$ cat config.mk
export PLATFORM = sky130hd
export DESIGN_NAME = sfc_host
export DESIGN_NICKNAME = d
export VERILOG_FILES = /design/src/logic/sfc_pkg.sv /design/src/logic/sfc_cyc_if.sv /design/src/logic/sfc_pin_cycle.sv /design/src/logic/sfc_host.sv
export SDC_FILE = /design/constraint.sdc
export NUM_CORES = 1
export LEC_CHECK = 0
export BUFFER_PORTS_ARGS = -buffer_cell sky130_fd_sc_hd__buf_2
export CORE_ASPECT_RATIO = 0.7
export CORE_MARGIN = 2
export CORE_UTILIZATION = 59
export DETAILED_ROUTE_END_ITERATION = 16
export GPL_ROUTABILITY_DRIVEN = 1
export GPL_TIMING_DRIVEN = 0
export PLACE_DENSITY = 0.84
export SLEW_MARGIN = 20
export SYNTH_ARGS = -nofsm -noshare
export SYNTH_HDL_FRONTEND = slang
export SYNTH_SLANG_ARGS = --single-unit
$ cat constraint.sdc
create_clock -name ref_clk -period 4.3 [get_ports ref_clk]
set_input_delay 0.215 -clock ref_clk [delete_from_list [all_inputs] [get_ports ref_clk]]
set_output_delay 0.215 -clock ref_clk [all_outputs]
set_load 0.02 [all_outputs]
$ cat src/logic/sfc_pkg.sv
// Shared constants for the semaphore flag host controller
package sfc_pkg;
  localparam int          FLAG_COUNT  = 8;              // Independent flags in the bank
  localparam int          IDX_W       = 3;              // Width of the flag index lines
  localparam int          DATA_W      = 16;             // Width of the data pins
  localparam int          CLK_MHZ     = 40;             // Rate of ref_clk
  localparam int          T_ACC_NS    = 25;             // Flag read access time
  localparam int          T_WP_NS     = 25;             // Flag write pulse width
  localparam int          SYNC_STAGES = 2;              // Flip-flops on the data inputs
  // Least times round up, never below one cycle
  localparam int          ACC_CYC_RAW = (T_ACC_NS * CLK_MHZ + 999) / 1000;
  localparam int          WP_CYC_RAW  = (T_WP_NS * CLK_MHZ + 999) / 1000;
  localparam int          ACC_CYC     = (ACC_CYC_RAW < 1) ? 1 : ACC_CYC_RAW;
  localparam int          WP_CYC      = (WP_CYC_RAW < 1) ? 1 : WP_CYC_RAW;
  localparam int          CNT_W       = 4;              // Width of the pin cycle counter
  localparam logic        FLAG_TAKE   = 1'b0;           // Request value that asks for the token
  localparam logic        FLAG_FREE   = 1'b1;           // Request value that gives it back
  localparam int          POLL_W      = 4;              // Width of the poll counter
  localparam logic [3:0]  POLL_DEF    = 4'h3;           // Default reads after a failed claim

  // User commands
  typedef enum logic {
    SFC_OP_CLAIM,
    SFC_OP_RELEASE
  } sfc_op_t;
endpackage

$ cat src/logic/sfc_cyc_if.sv
`timescale 1ns/1ps
// One flag bus cycle, from the sequencer to the pin driver
interface sfc_cyc_if;
  import sfc_pkg::*;
  logic             req;    // Start a cycle, one-cycle pulse
  logic             wr;     // High for a write cycle
  logic [IDX_W-1:0] idx;    // Flag being accessed
  logic             wbit;   // Request value for a write
  logic             done;   // Cycle finished, one-cycle pulse
  logic             rflag;  // Flag value read, valid with done

  modport master (output req, output wr, output idx, output wbit, input done, input rflag);
  modport slave  (input req, input wr, input idx, input wbit, output done, output rflag);
endinterface

$ cat src/logic/sfc_pin_cycle.sv
`timescale 1ns/1ps
// Drives one flag read or write cycle on the device pins
module sfc_pin_cycle
  import sfc_pkg::*;
(
  // Clock and reset
  input  wire logic              ref_clk,
  input  wire logic              rst,
  // Sequencer side
  sfc_cyc_if.slave               cyc,
  // Device pins
  output logic                   flag_bank_select_n,
  output logic [IDX_W-1:0]       flag_index_lines,
  output logic                   rw_n,
  output logic                   oe_n,
  input  wire logic [DATA_W-1:0] data_in,
  output logic [DATA_W-1:0]      data_out,
  output logic                   data_oe_n
);
  typedef enum logic [1:0] {PC_IDLE, PC_WRITE, PC_READ, PC_RECOV} sfc_pc_state_t;

  sfc_pc_state_t     state_q;   // Pin cycle state
  logic [CNT_W-1:0]  cnt_q;     // Cycles left in the phase
  logic [DATA_W-1:0] sync1_q;   // First data synchroniser stage
  logic [DATA_W-1:0] sync2_q;   // Second stage, the only one read
  logic              rflag_q;   // Captured flag value

  // Data pins come from the other clock world
  always_ff @(posedge ref_clk) begin
    sync1_q <= data_in;
    sync2_q <= sync1_q;
  end

  // Pin cycle sequencing
  always_ff @(posedge ref_clk) begin
    if (rst) begin
      state_q            <= PC_IDLE;
      cnt_q              <= '0;
      flag_bank_select_n <= 1'b1;
      flag_index_lines   <= '0;
      rw_n               <= 1'b1;
      oe_n               <= 1'b1;
      data_out           <= '0;
      data_oe_n          <= 1'b1;
      rflag_q            <= 1'b1;
    end else begin
      case (state_q)
        PC_IDLE: begin
          if (cyc.req) begin
            // Index only, higher address lines do not exist here
            flag_index_lines   <= cyc.idx;
            flag_bank_select_n <= 1'b0;
            if (cyc.wr) begin
              // Request value on every bit, the device uses bit zero
              data_out  <= {DATA_W{cyc.wbit}};
              data_oe_n <= 1'b0;
              rw_n      <= 1'b0;
              cnt_q     <= CNT_W'(WP_CYC);
              state_q   <= PC_WRITE;
            end else begin
              // Data arrives through the synchroniser, so wait longer
              oe_n    <= 1'b0;
              cnt_q   <= CNT_W'(ACC_CYC + SYNC_STAGES);
              state_q <= PC_READ;
            end
          end
        end
        PC_WRITE: begin
          cnt_q <= cnt_q - 1'b1;
          if (cnt_q == CNT_W'(1)) begin
            rw_n               <= 1'b1;
            flag_bank_select_n <= 1'b1;
            state_q            <= PC_RECOV;
          end
        end
        PC_READ: begin
          cnt_q <= cnt_q - 1'b1;
          if (cnt_q == CNT_W'(1)) begin
            // Flag is replicated; any low bit counts as owned
            rflag_q            <= &sync2_q;
            // Dropping select and enable lets the next read see a fresh value
            oe_n               <= 1'b1;
            flag_bank_select_n <= 1'b1;
            state_q            <= PC_RECOV;
          end
        end
        PC_RECOV: begin
          // Data released a cycle after the strobes to avoid a hold hazard
          data_oe_n <= 1'b1;
          state_q   <= PC_IDLE;
        end
        default: state_q <= PC_IDLE;
      endcase
    end
  end

  // Completion handshake
  assign cyc.done  = (state_q == PC_RECOV);
  assign cyc.rflag = rflag_q;

  // Index held steady for the whole select window
  property p_idx_stable;
    @(posedge ref_clk) disable iff (rst)
      (!flag_bank_select_n && $past(!flag_bank_select_n)) |-> $stable(flag_index_lines);
  endproperty
  a_idx_stable: assert property (p_idx_stable) else $error("Flag index moved while selected");

  // Write pulse only inside select with data driven
  property p_write_framed;
    @(posedge ref_clk) disable iff (rst)
      !rw_n |-> (!flag_bank_select_n && !data_oe_n && oe_n);
  endproperty
  a_write_framed: assert property (p_write_framed) else $error("Write pulse outside flag select");
endmodule

$ cat src/logic/sfc_host.sv
`timescale 1ns/1ps
// Function
// - Claim by writing zero, then reading back
// - After failure, poll or write one
// - Release unneeded flag by writing one
// - Write one to every flag at start
// - Select strobe with three-bit index
module sfc_host
  import sfc_pkg::*;
#(
  parameter logic [POLL_W-1:0] POLL_LIMIT = POLL_DEF  // Extra reads before withdrawing
) (
  // Clock and reset
  input  wire logic                   ref_clk,
  input  wire logic                   rst,
  // User command port
  input  wire logic                   cmd_valid,
  output logic                        cmd_ready,
  input  wire sfc_pkg::sfc_op_t       cmd_op,
  input  wire logic [sfc_pkg::IDX_W-1:0] cmd_idx,
  output logic                        rsp_valid,
  output logic                        rsp_granted,
  output logic [sfc_pkg::FLAG_COUNT-1:0] flags_held,
  // Device flag pins
  output logic                        flag_bank_select_n,
  output logic [sfc_pkg::IDX_W-1:0]   flag_index_lines,
  output logic                        rw_n,
  output logic                        oe_n,
  input  wire logic [sfc_pkg::DATA_W-1:0] data_in,
  output logic [sfc_pkg::DATA_W-1:0]  data_out,
  output logic                        data_oe_n
);
  import sfc_pkg::*;

  typedef enum logic [3:0] {
    S_INIT, S_INIT_W, S_IDLE, S_CLM_WR, S_CLM_WR_W, S_CLM_RD, S_CLM_RD_W,
    S_WDRAW, S_WDRAW_W, S_REL, S_REL_W
  } sfc_state_t;

  sfc_state_t              state_q;     // Sequencer state
  logic [IDX_W-1:0]        idx_q;       // Flag in work
  logic [POLL_W-1:0]       polls_q;     // Reads left after a failed claim
  logic [FLAG_COUNT-1:0]   held_q;      // Flags this side owns
  logic                    rsp_valid_q; // Answer strobe
  logic                    rsp_grant_q; // Answer value
  logic                    init_done_q; // Start-up release finished
  logic [IDX_W:0]          ones_cnt_q;  // Start-up writes of one seen
  logic                    last_wval_q; // Last written request value
  logic [IDX_W-1:0]        last_widx_q; // Last written flag

  sfc_cyc_if cyc ();

  // Pin driver for one cycle at a time
  sfc_pin_cycle u_pins (
    .ref_clk            (ref_clk),
    .rst                (rst),
    .cyc                (cyc.slave),
    .flag_bank_select_n (flag_bank_select_n),
    .flag_index_lines   (flag_index_lines),
    .rw_n               (rw_n),
    .oe_n               (oe_n),
    .data_in            (data_in),
    .data_out           (data_out),
    .data_oe_n          (data_oe_n)
  );

  // Bus cycle requests follow the issue states
  always_comb begin
    cyc.req  = 1'b0;
    cyc.wr   = 1'b1;
    cyc.wbit = FLAG_FREE;
    cyc.idx  = idx_q;
    case (state_q)
      S_INIT, S_WDRAW, S_REL: begin
        cyc.req = 1'b1;
      end
      S_CLM_WR: begin
        // Write the request first so no gap exists between test and set
        cyc.req  = 1'b1;
        cyc.wbit = FLAG_TAKE;
      end
      S_CLM_RD: begin
        cyc.req = 1'b1;
        cyc.wr  = 1'b0;
      end
      default: cyc.req = 1'b0;
    endcase
  end

  // Command sequencing
  always_ff @(posedge ref_clk) begin
    if (rst) begin
      state_q <= S_INIT;
      idx_q   <= '0;
      polls_q <= '0;
    end else begin
      case (state_q)
        // The device latches power up unknown, so free all of them
        S_INIT: state_q <= S_INIT_W;
        S_INIT_W: begin
          if (cyc.done) begin
            idx_q   <= idx_q + 1'b1;
            state_q <= (idx_q == IDX_W'(FLAG_COUNT - 1)) ? S_IDLE : S_INIT;
          end
        end
        S_IDLE: begin
          if (cmd_valid) begin
            idx_q   <= cmd_idx;
            polls_q <= POLL_LIMIT;
            state_q <= (cmd_op == SFC_OP_CLAIM) ? S_CLM_WR : S_REL;
          end
        end
        S_CLM_WR:   state_q <= S_CLM_WR_W;
        S_CLM_WR_W: if (cyc.done) state_q <= S_CLM_RD;
        S_CLM_RD:   state_q <= S_CLM_RD_W;
        S_CLM_RD_W: begin
          if (cyc.done) begin
            if (cyc.rflag == FLAG_TAKE) begin
              state_q <= S_IDLE;
            end else if (polls_q != '0) begin
              // Lost so far; our pending zero may still be handed over
              polls_q <= polls_q - 1'b1;
              state_q <= S_CLM_RD;
            end else begin
              // Give up and withdraw so the request does not linger
              state_q <= S_WDRAW;
            end
          end
        end
        S_WDRAW:   state_q <= S_WDRAW_W;
        S_WDRAW_W: if (cyc.done) state_q <= S_IDLE;
        S_REL:     state_q <= S_REL_W;
        S_REL_W:   if (cyc.done) state_q <= S_IDLE;
        default:   state_q <= S_INIT;
      endcase
    end
  end

  // Answers and ownership record
  always_ff @(posedge ref_clk) begin
    if (rst) begin
      rsp_valid_q <= 1'b0;
      rsp_grant_q <= 1'b0;
      held_q      <= '0;
    end else begin
      rsp_valid_q <= 1'b0;
      if (state_q == S_CLM_RD_W && cyc.done && cyc.rflag == FLAG_TAKE) begin
        rsp_valid_q   <= 1'b1;
        rsp_grant_q   <= 1'b1;
        held_q[idx_q] <= 1'b1;
      end
      if (cyc.done && (state_q == S_WDRAW_W || state_q == S_REL_W)) begin
        rsp_valid_q   <= 1'b1;
        rsp_grant_q   <= 1'b0;
        held_q[idx_q] <= 1'b0;
      end
    end
  end

  // Start-up progress, watched by the start-up check
  always_ff @(posedge ref_clk) begin
    if (rst) begin
      init_done_q <= 1'b0;
      ones_cnt_q  <= '0;
    end else begin
      if (state_q == S_INIT) ones_cnt_q <= ones_cnt_q + 1'b1;
      if (state_q == S_IDLE) init_done_q <= 1'b1;
    end
  end

  // Last write seen, for checking the claim order
  always_ff @(posedge ref_clk) begin
    if (rst) begin
      last_wval_q <= FLAG_FREE;
      last_widx_q <= '0;
    end else if (cyc.req && cyc.wr) begin
      last_wval_q <= cyc.wbit;
      last_widx_q <= cyc.idx;
    end
  end

  assign cmd_ready   = (state_q == S_IDLE);
  assign rsp_valid   = rsp_valid_q;
  assign rsp_granted = rsp_grant_q;
  assign flags_held  = held_q;

  // A claim read always follows a zero write to the same flag
  property p_write_before_read;
    @(posedge ref_clk) disable iff (rst)
      (cyc.req && !cyc.wr) |-> (last_wval_q == FLAG_TAKE && last_widx_q == cyc.idx);
  endproperty
  a_write_before_read: assert property (p_write_before_read) else $error("Claim read without prior zero write");

  // Exhausted failure leads to a write of one to the same flag
  property p_withdraw;
    @(posedge ref_clk) disable iff (rst)
      (state_q == S_CLM_RD_W && cyc.done && cyc.rflag && polls_q == '0)
        |-> ##1 (cyc.req && cyc.wr && cyc.wbit == FLAG_FREE && cyc.idx == $past(idx_q));
  endproperty
  a_withdraw: assert property (p_withdraw) else $error("Failed claim not withdrawn");

  // Release command writes one within a bounded time and clears ownership
  property p_release;
    @(posedge ref_clk) disable iff (rst)
      (cmd_valid && cmd_ready && cmd_op == SFC_OP_RELEASE)
        |-> ##1 (cyc.req && cyc.wr && cyc.wbit == FLAG_FREE) ##[1:12] (rsp_valid && !flags_held[idx_q]);
  endproperty
  a_release: assert property (p_release) else $error("Release did not free the flag");

  // Commands open only after every flag got a one
  property p_init_all;
    @(posedge ref_clk) disable iff (rst)
      $rose(init_done_q) |-> (ones_cnt_q == (IDX_W+1)'(FLAG_COUNT));
  endproperty
  a_init_all: assert property (p_init_all) else $error("Start-up release incomplete");

  // Ownership only after a zero readback
  property p_grant_cause;
    @(posedge ref_clk) disable iff (rst)
      (rsp_valid && rsp_granted) |-> $past(cyc.done && cyc.rflag == FLAG_TAKE);
  endproperty
  a_grant_cause: assert property (p_grant_cause) else $error("Grant without zero readback");

  c_grant:    cover property (@(posedge ref_clk) disable iff (rst) rsp_valid && rsp_granted);
  c_withdraw: cover property (@(posedge ref_clk) disable iff (rst) state_q == S_WDRAW);
  c_retry:    cover property (@(posedge ref_clk) disable iff (rst)
                              state_q == S_CLM_RD && $past(state_q) == S_CLM_RD_W);
  c_release:  cover property (@(posedge ref_clk) disable iff (rst) state_q == S_REL_W && cyc.done);
endmodule

After elaboration in Yosys (flattened, before gate mapping):

Index checks and enable logic that the tools add are counted.

* register bits after elaboration: 68
* output and inout port bits: 34
* logic and storage cells: 130

* add/sub/neg operators: 3
* $lt $le $gt $ge: 2
* equal/unequal tests: 28
* mux-type cells: 44
* bitwise logic cells: 5
* reductions and logical operators: 31

Operators by type and width (count)
* 2-to-1 mux 4 bit: 11
* one-hot mux 4 bit (10 select lines): 1
* 2-to-1 mux 8 bit: 3
* == test 4 x 3 -> 1 bit (second input constant): 4
* inequality test 2 bit (second input constant): 8
* one-hot mux 4 bit (2 select lines): 2
* AND reduction 16 bit: 1
* == test 4 bit (second input constant): 3
* 2-to-1 mux 2 bit: 6
* AND reduction 3 bit: 4
* nonzero test 2 bit: 6
* 2-to-1 mux 1 bit: 11
* inequality test 2 x 1 -> 1 bit (second input constant): 5
* AND reduction 5 bit: 2
* 2-to-1 mux 3 bit: 3
* bitwise AND 8 bit: 1
* == test 4 x 1 -> 1 bit (second input constant): 2
* == test 4 x 2 -> 1 bit (second input constant): 2
* inverter 8 bit: 1
* bitwise OR 8 bit: 1
* one-hot mux 1 bit (2 select lines): 4
* AND reduction 2 bit: 4
* AND reduction 4 bit: 2
* subtractor 4 x 1 -> 4 bit (second input constant): 2
* other kinds (17): 24

Depth between registers and ports, before layout:

Gate-level depths: netlist (run 1).

* word-level depth: 9
* gate-level depth with buffers: 7
* mapped depth without buffers: 6

Modules after synthesis:

Synthesis (run 1) repeated with hierarchy kept, for this count alone.

* cell total of the unflattened synthesis: 297
* area total of the unflattened synthesis: 2909.0 sq um

By module, submodules not included
* sfc_pin_cycle: instances 1, cells an instance 150, area an instance 1650.3 sq um
* sfc_host: instances 1, cells an instance 147, area an instance 1258.7 sq um

Worst setup path before layout (run 1):

Ideal clock, no wire load.

* path type: register -> register
* start point: register state_q[1]
* end point: register u_pins.cnt_q[1]
* arrival time: 1.598 ns
* data required time: 4.179 ns
* slack: 2.581 ns
* cell stages (with the launch flop): 7
* path buffers: 2
* cells stage by stage: dfxtp_1 > buf_6 > or3_4 > and3_4 > buf_6 > o22ai_1 > mux2_2

* cells in the longest elaborated chain, start to end: 5
* elaborated cells between the ends (all ways): 12
* classes of those cells: eq/ne (5); mux (4); reduce/logical (3)

RTL lines
* from (decl): RTL line sfc_host.sv:40 `sfc_state_t state_q;`
* from (signal assigned): RTL line sfc_host.sv:103 `state_q <= (idx_q == IDX_W'(FLAG_COUNT - 1)) ? S_IDLE : S_INIT;`
* from (signal assigned): RTL line sfc_host.sv:110 `state_q <= (cmd_op == SFC_OP_CLAIM) ? S_CLM_WR : S_REL;`
* == test 4 bit (tied with other cells): RTL line sfc_host.sv:73 `case (state_q)`
* OR reduction 5 bit (no line)
* 2-to-1 mux 1 bit: RTL line sfc_host.sv:73
* inequality test 2 bit (no line)
* AND reduction 2 bit (no line)
* to (signal assigned): RTL line sfc_pin_cycle.sv:63 `cnt_q <= CNT_W'(ACC_CYC + SYNC_STAGES);`
* to (signal assigned): RTL line sfc_pin_cycle.sv:69 `cnt_q <= cnt_q - 1'b1;`
* to (signal assigned): RTL line sfc_pin_cycle.sv:77 `cnt_q <= cnt_q - 1'b1;`
* to (decl): RTL line sfc_pin_cycle.sv:23 `logic [CNT_W-1:0] cnt_q;`

Several ways; a longest one is shown, not always the timed one. The select of a mux whose other input is x is not followed.
A chain may end at the register's enable or synchronous reset.

Worst setup path in the final report (run 1):

* start point: register state_q[3]
* end point: register u_pins.data_oe_n

* cells in the longest elaborated chain, start to end: 5
* elaborated cells between the ends (all ways): 10
* classes of those cells: eq/ne (6); mux (1); reduce/logical (3)

RTL lines
* == test 4 bit (tied with other cells): RTL line sfc_host.sv:73
* OR reduction 5 bit (no line)
* 2-to-1 mux 1 bit: RTL line sfc_host.sv:73
* inequality test 2 bit (no line)
* AND reduction 3 bit (no line) *
* to (signal assigned): RTL line sfc_pin_cycle.sv:44 `data_oe_n <= 1'b1;`
* to (signal assigned): RTL line sfc_pin_cycle.sv:56 `data_oe_n <= 1'b0;`
* to (signal assigned): RTL line sfc_pin_cycle.sv:89 `data_oe_n <= 1'b1;`
* to (decl): RTL line sfc_pin_cycle.sv:18 `output logic data_oe_n`

Mark *: on every way between the ends. The rest lies on a longest branch, timed or not.

==> results of run 1 <==
worst register-to-register path, delay by kind of cell (launching register included):
| kind | cells | cell delay [ps] |
|---|---|---|
| buffers and inverters | 1 | 230 |
| flip-flops | 1 | 360 |
| AND/OR/NAND/NOR | 1 | 920 |
| AO/OA/AOI/OAI | 2 | 660 |
area by class of cell:
type	instances	area (um^2)
Tap cell	69	86.3
Clock buffer	9	124
Sequential cell	68	1360
Buffer	36	210
Fill cell	322	1110
Inverter	15	56.3
Timing Repair Buffer	72	440
Clock inverter	7	83.8
Multi-Input combinational cell	197	1360
timing repair:
action | in CTS | in global routing
endpoints found under the setup margin | 0 | 0
endpoints found under the hold margin | 16 | 0
setup buffers | 0 | 0
hold buffers | 16 | 0
cell families (layout without fill, tap and decap cells):
group | Yosys count | in the layout | share of synthesized area
buffers and inverters | 51 | 139 | 0.0893
adders and majority gates | 11 | 11 | 0.0461
xor gates and xnor gates | 1 | 1 | 0.00293
DFF | 68 | 68 | 0.456
muxes | 8 | 8 | 0.0281
and+or+nand+nor | 101 | 101 | 0.204
AOI/OAI and AO/OA | 76 | 76 | 0.174
metrics by stage:
step                worst slack [ps]  area, um^2
finish                          2010        3720
global route                    1970        3720
CTS                             2110        3720
detailed placement              2140        3350
global placement                2250        3350
floorplan                       2580        2990
layout by cell type, fill, tap and decap left out, types with 6 or more instances in the layout:
cell type | synthesis | routed
sky130_fd_sc_hd__buf_4 | 15 | 15
sky130_fd_sc_hd__dfxtp_1 | 68 | 68
sky130_fd_sc_hd__a21oi_1 | 23 | 23
sky130_fd_sc_hd__nor2_1 | 23 | 23
sky130_fd_sc_hd__nor3b_1 | 6 | 6
sky130_fd_sc_hd__inv_1 | 15 | 15
sky130_fd_sc_hd__o21ai_0 | 7 | 7
sky130_fd_sc_hd__nand2_1 | 17 | 17
sky130_fd_sc_hd__dlygate4sd3_1 | 0 | 16
sky130_fd_sc_hd__a211oi_1 | 11 | 11
sky130_fd_sc_hd__clkbuf_1 | 15 | 15
sky130_fd_sc_hd__ha_1 | 11 | 11
sky130_fd_sc_hd__nand3_1 | 8 | 8
sky130_fd_sc_hd__clkbuf_8 | 0 | 9
sky130_fd_sc_hd__buf_2 | 3 | 59
routing by layer:
metal,vias up,part of all wire,wire length (um)
li1,1295,-,-
met1,1312,0.40,3450
met2,179,0.47,4020
met3,34,0.088,753
met4,0,0.037,317
met5,-,0,0
power by group through the flow:
stage                     sequential (mW)  combinational [mW]  clock, mW
after CTS                           0.795                1.01      0.561
after detailed placement            0.810               0.989          0
after global routing                0.811                1.12      0.598
final                               0.799                1.04      0.567
after floorplan                     0.818               0.728          0
after global placement              0.805               0.962          0
state kept, by name (all words and copies together), names as in the netlist:
register and count:
u_pins.state_q 2, polls_q 4, u_pins.flag_bank_select_n 1, u_pins.data_out 1
u_pins.sync2_q 16, rsp_granted 1, flags_held 8, cyc.idx 3
u_pins.cyc.rflag 1, state_q 4, u_pins.flag_index_lines 3, u_pins.sync1_q 16
u_pins.rw_n 1, rsp_valid 1, u_pins.cnt_q 4, u_pins.data_oe_n 1
u_pins.oe_n 1
how the worst max path moves through the flow:
stage / to / cells after the start
floorplan: u_pins.cnt_q[1] / 6
global placement: u_pins.data_oe_n / 4
detailed placement: u_pins.data_oe_n / 4
CTS: u_pins.data_oe_n / 4
global route: u_pins.data_oe_n / 4
finish: u_pins.data_oe_n / 4
==> results_tabular.tex, run 1 <==
\begin{tabular}{lr}
\hline
Metric & Value \\
\hline
\multicolumn{2}{l}{\textbf{Status}} \\
\quad Status & completed \\
\multicolumn{2}{l}{\textbf{Finish}} \\
\quad Post-route non-filler standard cell count & 473 \\
\quad Area Overhead vs Synth & 24.6\% \\
\quad Layout net count & 433 \\
\quad Layout cells sized above 1 & 0.255 \\
\quad Utilization after layout & 0.769 \\
\quad N\_diodes & 0 \\
\multicolumn{2}{l}{\textbf{CTS}} \\
\quad Clock root buffer & sky130\_fd\_sc\_hd\_\_clkbuf\_8 \\
\quad Clock slew at reported path FFs & 80 ps \\
\quad Total clock buffers created by CTS & 9 \\
\quad CTS sink cnt & 68 \\
\quad CTS resizes & 0 \\
\quad Max Buffers Root-to-Sink & 2 \\
\quad Insertion delay to the later sink of the worst-skew pair & 360 ps \\
\quad CTS H-tree lvls & 3 \\
\quad TritonCTS clock tree & done \\
\multicolumn{2}{l}{\textbf{Pwr}} \\
\quad Standby leakage power & 1.56 nW \\
\quad Power per Cell Area & 647 mW/mm\^{}2 \\
\quad Net switching fraction of the power & 0.405 \\
\quad Internal power of the cells & 1.43 mW \\
\quad Share of power burned in the clock network & 0.236 \\
\quad Share of power burned in registers & 0.332 \\
\quad Proportion of power drawn by combinational gates & 0.432 \\
\quad Maximum vdd ir drop & 546 uV \\
\quad Total power consumption of the routed design & 2.41 mW \\
\quad Sw power & 0.975 mW \\
\multicolumn{2}{l}{\textbf{Critical path}} \\
\quad Required time at the endpoint of the critical path & 4550 ps \\
\quad Crit end category & register \\
\quad Setup slack, reg-to-reg & 2010 ps \\
\quad Series of cell instances along the critical path & clkbuf\_1, nor4\_1, o31ai\_1, a221o\_1 \\
\quad Critical path's largest stage delay & 920 ps \\
\quad Cell count of the worst reg-to-reg path & 4 \\
\quad WP data arrival & 2540 ps \\
\quad Reg-to-reg critical path startpoint & state\_q[3] \\
\quad Crit Path Class & reg2reg \\
\quad Delay-heaviest family, CP & simple AND/OR/NAND/NOR gates \\
\quad Endpoint of the worst-slack reg-to-reg timing path & u\_pins.data\_oe\_n \\
\quad Startpoint type of the worst setup path & register \\
\quad Slowest library cell on the worst path & sky130\_fd\_sc\_hd\_\_nor4\_1 \\
\quad First element of the critical path & state\_q[3] \\
\quad Largest fanout of any net on the critical path & 10 \\
\quad Number of buffers and inverters on the critical path & 1 \\
\multicolumn{2}{l}{\textbf{Run}} \\
\quad Max-cap check violation count & 0 \\
\multicolumn{2}{l}{\textbf{Drt}} \\
\quad 1st-pass router iterations & 5 \\
\quad Drt drc & 0 \\
\quad Detail Route Antenna Nets & 0 \\
\quad Detailed Route WL & 8.53 mm \\
\quad Via/cell ratio & 5.96 \\
\quad Wire length per cell after detailed routing & 18.0 um \\
\quad Total via count in the routed design & 2820 \\
\quad Violation count after the first detailed-route iteration & 327 \\
\multicolumn{2}{l}{\textbf{STA}} \\
\quad Hold violation count in the final report & 0 \\
\quad Setup total negative slack & 0 ps \\
\quad Timing-limited maximum frequency & 0.437 GHz \\
\quad Worst hold slack & 174 ps \\
\quad Unrepaired setup endpoints after global routing & no \\
\quad Fin. max-slew vios & 0 \\
\quad Headroom to the max-slew limit & 0.221 \\
\quad Portion of the clock cycle consumed by the worst path in the final layout & 0.532 \\
\quad Setup violations, final & 0 \\
\quad Minimum clock period after layout & 2290 ps \\
\quad Clock skew after layout & 9.15 ps \\
\quad Transition at the pin with the smallest max-transition slack & 1160 ps \\
\multicolumn{2}{l}{\textbf{GRT}} \\
\quad Largest net degree at the start of global routing & 19 \\
\quad GR Layer Usage met1 & 0.408 \\
\quad Most Crowded Layer GR & met2 \\
\quad GR Util met3 & 0.0917 \\
\quad All-Layer GR Usage & 0.327 \\
\quad GRT Residual Overflow & 0 \\
\quad Via count of the first global-routing pass & 2748 \\
\quad First-pass GRT wire length & 13.8 mm \\
\quad Global-route met2 utilization & 0.509 \\
\quad Number of antenna violations at the first check in global routing & 0 \\
\multicolumn{2}{l}{\textbf{Floorplanning}} \\
\quad Die area & 0.00565 mm\^{}2 \\
\quad Core outline area & 0.00483 mm\^{}2 \\
\quad Row count & 21 \\
\quad Starting Density & 0.617 \\
\quad IO Pins & 57 \\
\quad Chip width & 89.0 um \\
\quad Die Y & 63.5 um \\
\multicolumn{2}{l}{\textbf{Placed design}} \\
\quad Count of buffers inserted at the top-level ports & 56 \\
\quad Post-DP HPWL & 4.97 mm \\
\quad Cell count after placement & 441 \\
\quad Final RePlAce weighted congestion & 0.980 \\
\multicolumn{2}{l}{\textbf{Logic synthesis}} \\
\quad Proportion of synthesized chip area in sequential cells & 0.456 \\
\quad Most used standard cell by instance count after synthesis & sky130\_fd\_sc\_hd\_\_dfxtp\_1 \\
\quad Number of storage elements in the synthesis netlist & 68 \\
\quad Top area cells in the synthesized netlist & sky130\_fd\_sc\_hd\_\_dfxtp\_1 (46\%), sky130\_fd\_sc\_hd\_\_ha\_1 (4.6\%), sky130\_fd\_sc\_hd\_\_a21oi\_1 (3.9\%) \\
\quad Yosys warnings & 0 \\
\quad Post-synthesis cell type with the largest combined area & sky130\_fd\_sc\_hd\_\_dfxtp\_1 \\
\quad Count of unique library cells instantiated by Yosys & 62 \\
\quad Number of enable flip-flop cells after synthesis & 0 \\
\quad Synthesized area per cell & 9.45 um\^{}2 \\
\quad Synth async-reset ratio & 0 \\
\quad Primary flip-flop cell chosen by synthesis mapping & sky130\_fd\_sc\_hd\_\_dfxtp\_1 \\
\quad Leading cell types by count after synthesis & sky130\_fd\_sc\_hd\_\_dfxtp\_1 (68), sky130\_fd\_sc\_hd\_\_a21oi\_1 (23), sky130\_fd\_sc\_hd\_\_nor2\_1 (23) \\
\quad Area fraction of the dominant cell type after synthesis & 0.456 \\
\quad Number of nets in the synthesized netlist & 350 \\
\quad Syn Std Cell Area & 0.00299 mm\^{}2 \\
\quad Synthesized instance count & 316 \\
\multicolumn{2}{l}{\textbf{Min path}} \\
\quad Depth of the worst hold-timing path & 3 \\
\quad Worst hold endpoint & cyc.idx[0] \\
\quad Hold wc startpoint & cmd\_idx[0] \\
\quad Worst hold-check path type & in2reg \\
\hline
\end{tabular}
Power figures use the tool's default switching activity.
==> inputs of run 2 (changes only) <==
- CORE_UTILIZATION: 59 -> 49
- PLACE_DENSITY: 0.84 -> 0.75
- clock period: 4.3 -> 2.1 ns (I/O delays scaled with it)
==> results_tabular.tex, run 2 (synthesis gave the netlist of run 1 again) <==
\begin{tabular}{lr}
\hline
Metric & Value \\
\hline
\multicolumn{2}{l}{\textbf{Status}} \\
\quad Status & completed (unchanged) \\
\multicolumn{2}{l}{\textbf{Run}} \\
\quad Max-cap check violation count & 0 (unchanged) \\
\multicolumn{2}{l}{\textbf{Pwr}} \\
\quad Share of power burned in the clock network & 0.258 (was 0.236) \\
\quad Power per Cell Area & 1330 mW/mm\^{}2 (was 647 mW/mm\^{}2) \\
\quad Proportion of power drawn by combinational gates & 0.417 (was 0.432) \\
\quad Internal power of the cells & 3.17 mW (was 1.43 mW) \\
\quad Maximum vdd ir drop & 584 uV (was 546 uV) \\
\quad Sw power & 1.86 mW (was 0.975 mW) \\
\quad Net switching fraction of the power & 0.370 (was 0.405) \\
\quad Share of power burned in registers & 0.325 (was 0.332) \\
\quad Total power consumption of the routed design & 5.03 mW (was 2.41 mW) \\
\quad Standby leakage power & 1.58 nW (was 1.56 nW) \\
\multicolumn{2}{l}{\textbf{STA}} \\
\quad Clock skew after layout & 9.91 ps (was 9.15 ps) \\
\quad Setup violations, final & 0 (unchanged) \\
\quad Fin worst setup slack & 121 ps (was 2010 ps) \\
\quad Fin. max-slew vios & 0 (unchanged) \\
\quad Portion of the clock cycle consumed by the worst path in the final layout & 0.942 (was 0.532) \\
\quad Minimum clock period after layout & 1980 ps (was 2290 ps) \\
\quad Setup total negative slack & 0 ps (unchanged) \\
\quad Worst hold slack & 44.9 ps (was 174 ps) \\
\quad Timing-limited maximum frequency & 0.505 GHz (was 0.437 GHz) \\
\quad Headroom to the max-slew limit & 0.473 (was 0.221) \\
\quad Transition at the pin with the smallest max-transition slack & 782 ps (was 1160 ps) \\
\quad Hold violation count in the final report & 0 (unchanged) \\
\quad Unrepaired setup endpoints after global routing & no (unchanged) \\
\multicolumn{2}{l}{\textbf{CTS}} \\
\quad CTS sink cnt & 68 (unchanged) \\
\quad TritonCTS clock tree & done (unchanged) \\
\quad Total clock buffers created by CTS & 9 (unchanged) \\
\quad CTS H-tree lvls & 3 (unchanged) \\
\quad Clock slew at reported path FFs & 80 ps (about the same) \\
\quad Insertion delay to the later sink of the worst-skew pair & 340 ps (was 360 ps) \\
\quad Max Buffers Root-to-Sink & 2 (unchanged) \\
\quad Clock root buffer & sky130\_fd\_sc\_hd\_\_clkbuf\_8 (unchanged) \\
\multicolumn{2}{l}{\textbf{Critical path}} \\
\quad Endpoint of the worst-slack reg-to-reg timing path & flags\_held[7] (was u\_pins.data\_oe\_n) \\
\quad Largest fanout of any net on the critical path & 10 (unchanged) \\
\quad Startpoint type of the worst setup path & register (unchanged) \\
\quad Required time at the endpoint of the critical path & 2300 ps (was 4550 ps) \\
\quad Setup slack, reg-to-reg & 120 ps (was 2010 ps) \\
\quad Crit Path Class & reg2reg (unchanged) \\
\quad Reg-to-reg critical path startpoint & state\_q[3] (unchanged) \\
\quad Crit end category & register (unchanged) \\
\quad WP data arrival & 2180 ps (was 2540 ps) \\
\quad Cell count of the worst reg-to-reg path & 5 (was 4) \\
\multicolumn{2}{l}{\textbf{Min path}} \\
\quad Hold wc startpoint & cmd\_idx[0] (unchanged) \\
\quad Depth of the worst hold-timing path & 3 (unchanged) \\
\quad Worst hold endpoint & cyc.idx[0] (unchanged) \\
\quad Worst hold-check path type & in2reg (unchanged) \\
\multicolumn{2}{l}{\textbf{Drt}} \\
\quad Total via count in the routed design & 2607 (was 2820) \\
\quad Detail Route Antenna Nets & 0 (unchanged) \\
\quad Via/cell ratio & 5.44 (was 5.96) \\
\quad Violation count after the first detailed-route iteration & 98 (was 327) \\
\quad 1st-pass router iterations & 4 (was 5) \\
\quad Drt drc & 0 (unchanged) \\
\quad Detailed Route WL & 7.09 mm (was 8.53 mm) \\
\quad Wire length per cell after detailed routing & 14.8 um (was 18.0 um) \\
\multicolumn{2}{l}{\textbf{GRT}} \\
\quad Largest net degree at the start of global routing & 19 (unchanged) \\
\quad First-pass GRT wire length & 11.8 mm (was 13.8 mm) \\
\quad Number of antenna violations at the first check in global routing & 0 (unchanged) \\
\quad All-Layer GR Usage & 0.217 (was 0.327) \\
\quad Via count of the first global-routing pass & 2484 (was 2748) \\
\quad GRT Residual Overflow & 0 (unchanged) \\
\multicolumn{2}{l}{\textbf{Finish}} \\
\quad Layout net count & 433 (unchanged) \\
\quad N\_diodes & 0 (unchanged) \\
\quad Layout cells sized above 1 & 0.260 (was 0.255) \\
\quad Most frequent cells in the layout & sky130\_fd\_sc\_hd\_\_dfxtp\_1 (68), sky130\_fd\_sc\_hd\_\_buf\_2 (59), sky130\_fd\_sc\_hd\_\_nor2\_1 (23), sky130\_fd\_sc\_hd\_\_a21oi\_1 (23), sky130\_fd\_sc\_hd\_\_nand2\_1 (17) (unchanged) \\
\quad Fill cells & 487 (was 322) \\
\quad Area of combinational cells with multiple inputs & 0.00137 mm\^{}2 (was 0.00136 mm\^{}2) \\
\quad Most common cell after layout, fill and taps aside & sky130\_fd\_sc\_hd\_\_dfxtp\_1 (unchanged) \\
\quad Area Overhead vs Synth & 26.5\% (was 24.6\%) \\
\quad Storage cell area & 0.00136 mm\^{}2 (unchanged) \\
\multicolumn{2}{l}{\textbf{Floorplanning}} \\
\quad Starting Density & 0.514 (was 0.617) \\
\quad Row count & 23 (was 21) \\
\quad IO Pins & 57 (unchanged) \\
\quad Die Y & 69.3 um (was 63.5 um) \\
\quad Core outline area & 0.00581 mm\^{}2 (was 0.00483 mm\^{}2) \\
\quad Die area & 0.00674 mm\^{}2 (was 0.00565 mm\^{}2) \\
\quad Chip width & 97.3 um (was 89.0 um) \\
\multicolumn{2}{l}{\textbf{Placed design}} \\
\quad Post-DP HPWL & 4.83 mm (was 4.97 mm) \\
\quad Count of buffers inserted at the top-level ports & 56 (unchanged) \\
\quad Worst slack at placement & -69.1 ps (was 2140 ps) \\
\quad Final RePlAce weighted congestion & 0.885 (was 0.980) \\
\hline
\end{tabular}
[run 2: cell count changes in the layout (fill, tap and decap cells not counted), sizes merged]
| cell | before | now |
|---|---|---|
| bufinv | 1 | 3 |
| inv | 18 | 16 |
| clkbuf | 24 | 25 |
| clkinv | 2 | 1 |
[run 2: stage by stage]
stage / util / area [um^2] / cells
final: 0.650 / 3780 / 479
after global routing: 0.650 / 3780 / 479
after CTS: 0.648 / 3760 / 479
after detailed placement: 0.578 / 3360 / 447
after global placement: 0.578 / 3360 / 447
after floorplan: - / 2990 / 316
[run 2: how the worst max path moves through the flow]
stage	cells past startpoint	slack, ps	start	endpoint
2_1_floorplan	6	380	state_q[1]	u_pins.cnt_q[1]
3_3_place_gp	4	30	state_q[3]	u_pins.data_oe_n
3_5_place_dp	4	-70	state_q[3]	u_pins.data_oe_n
4_1_cts	3	90	state_q[3]	cmd_ready
5_1_grt	6	30	state_q[2]	flags_held[7]
6_report	5	120	state_q[3]	flags_held[7]
[run 2: cell type report]
type,instances,share of cell area
Multi-Input combinational cell,197,0.363
Sequential cell,68,0.361
Timing Repair Buffer,72,0.117
Buffer,36,0.0563
Clock buffer,10,0.0338
Clock inverter,6,0.0295
Tap cell,75,0.0249
Inverter,15,0.0149
[run 2: power groups by stage]
stage / clock [mW] / combinational, mW / sequential (mW)
6_report: 1.30 / 2.10 / 1.63
5_1_grt: 1.40 / 2.28 / 1.66
4_1_cts: 1.33 / 2.05 / 1.63
3_5_place_dp: 0 / 2.01 / 1.66
3_3_place_gp: 0 / 1.98 / 1.65
2_1_floorplan: 0 / 1.49 / 1.68
[run 2: critical path, cell delays in order, from the launching register on]
cell,delay [ps]
sky130_fd_sc_hd__dfxtp_1,450
sky130_fd_sc_hd__clkbuf_1,390
sky130_fd_sc_hd__nor3b_1,370
sky130_fd_sc_hd__nand2_1,160
sky130_fd_sc_hd__nor2_1,330
sky130_fd_sc_hd__a311oi_1,150
[run 2: per-layer routing]
layer | GRT usage | wire length [um] | vias up
met5 | 0 | 0 | -
met4 | 0.0787 | 33 | 0
li1 | - | - | 1295
met1 | 0.287 | 3310 | 1195
met2 | 0.331 | 3120 | 112
met3 | 0.0756 | 617 | 5
[run 2: repair_timing]
item / in CTS / in global routing
gates cloned: 0 / 0
hold endpoints to repair: 16 / 0
hold buffers: 16 / 0
resized for setup: 1 / 5
endpoints found under the setup margin: 1 / 5
pin swaps: 0 / 0
setup buffers: 0 / 0
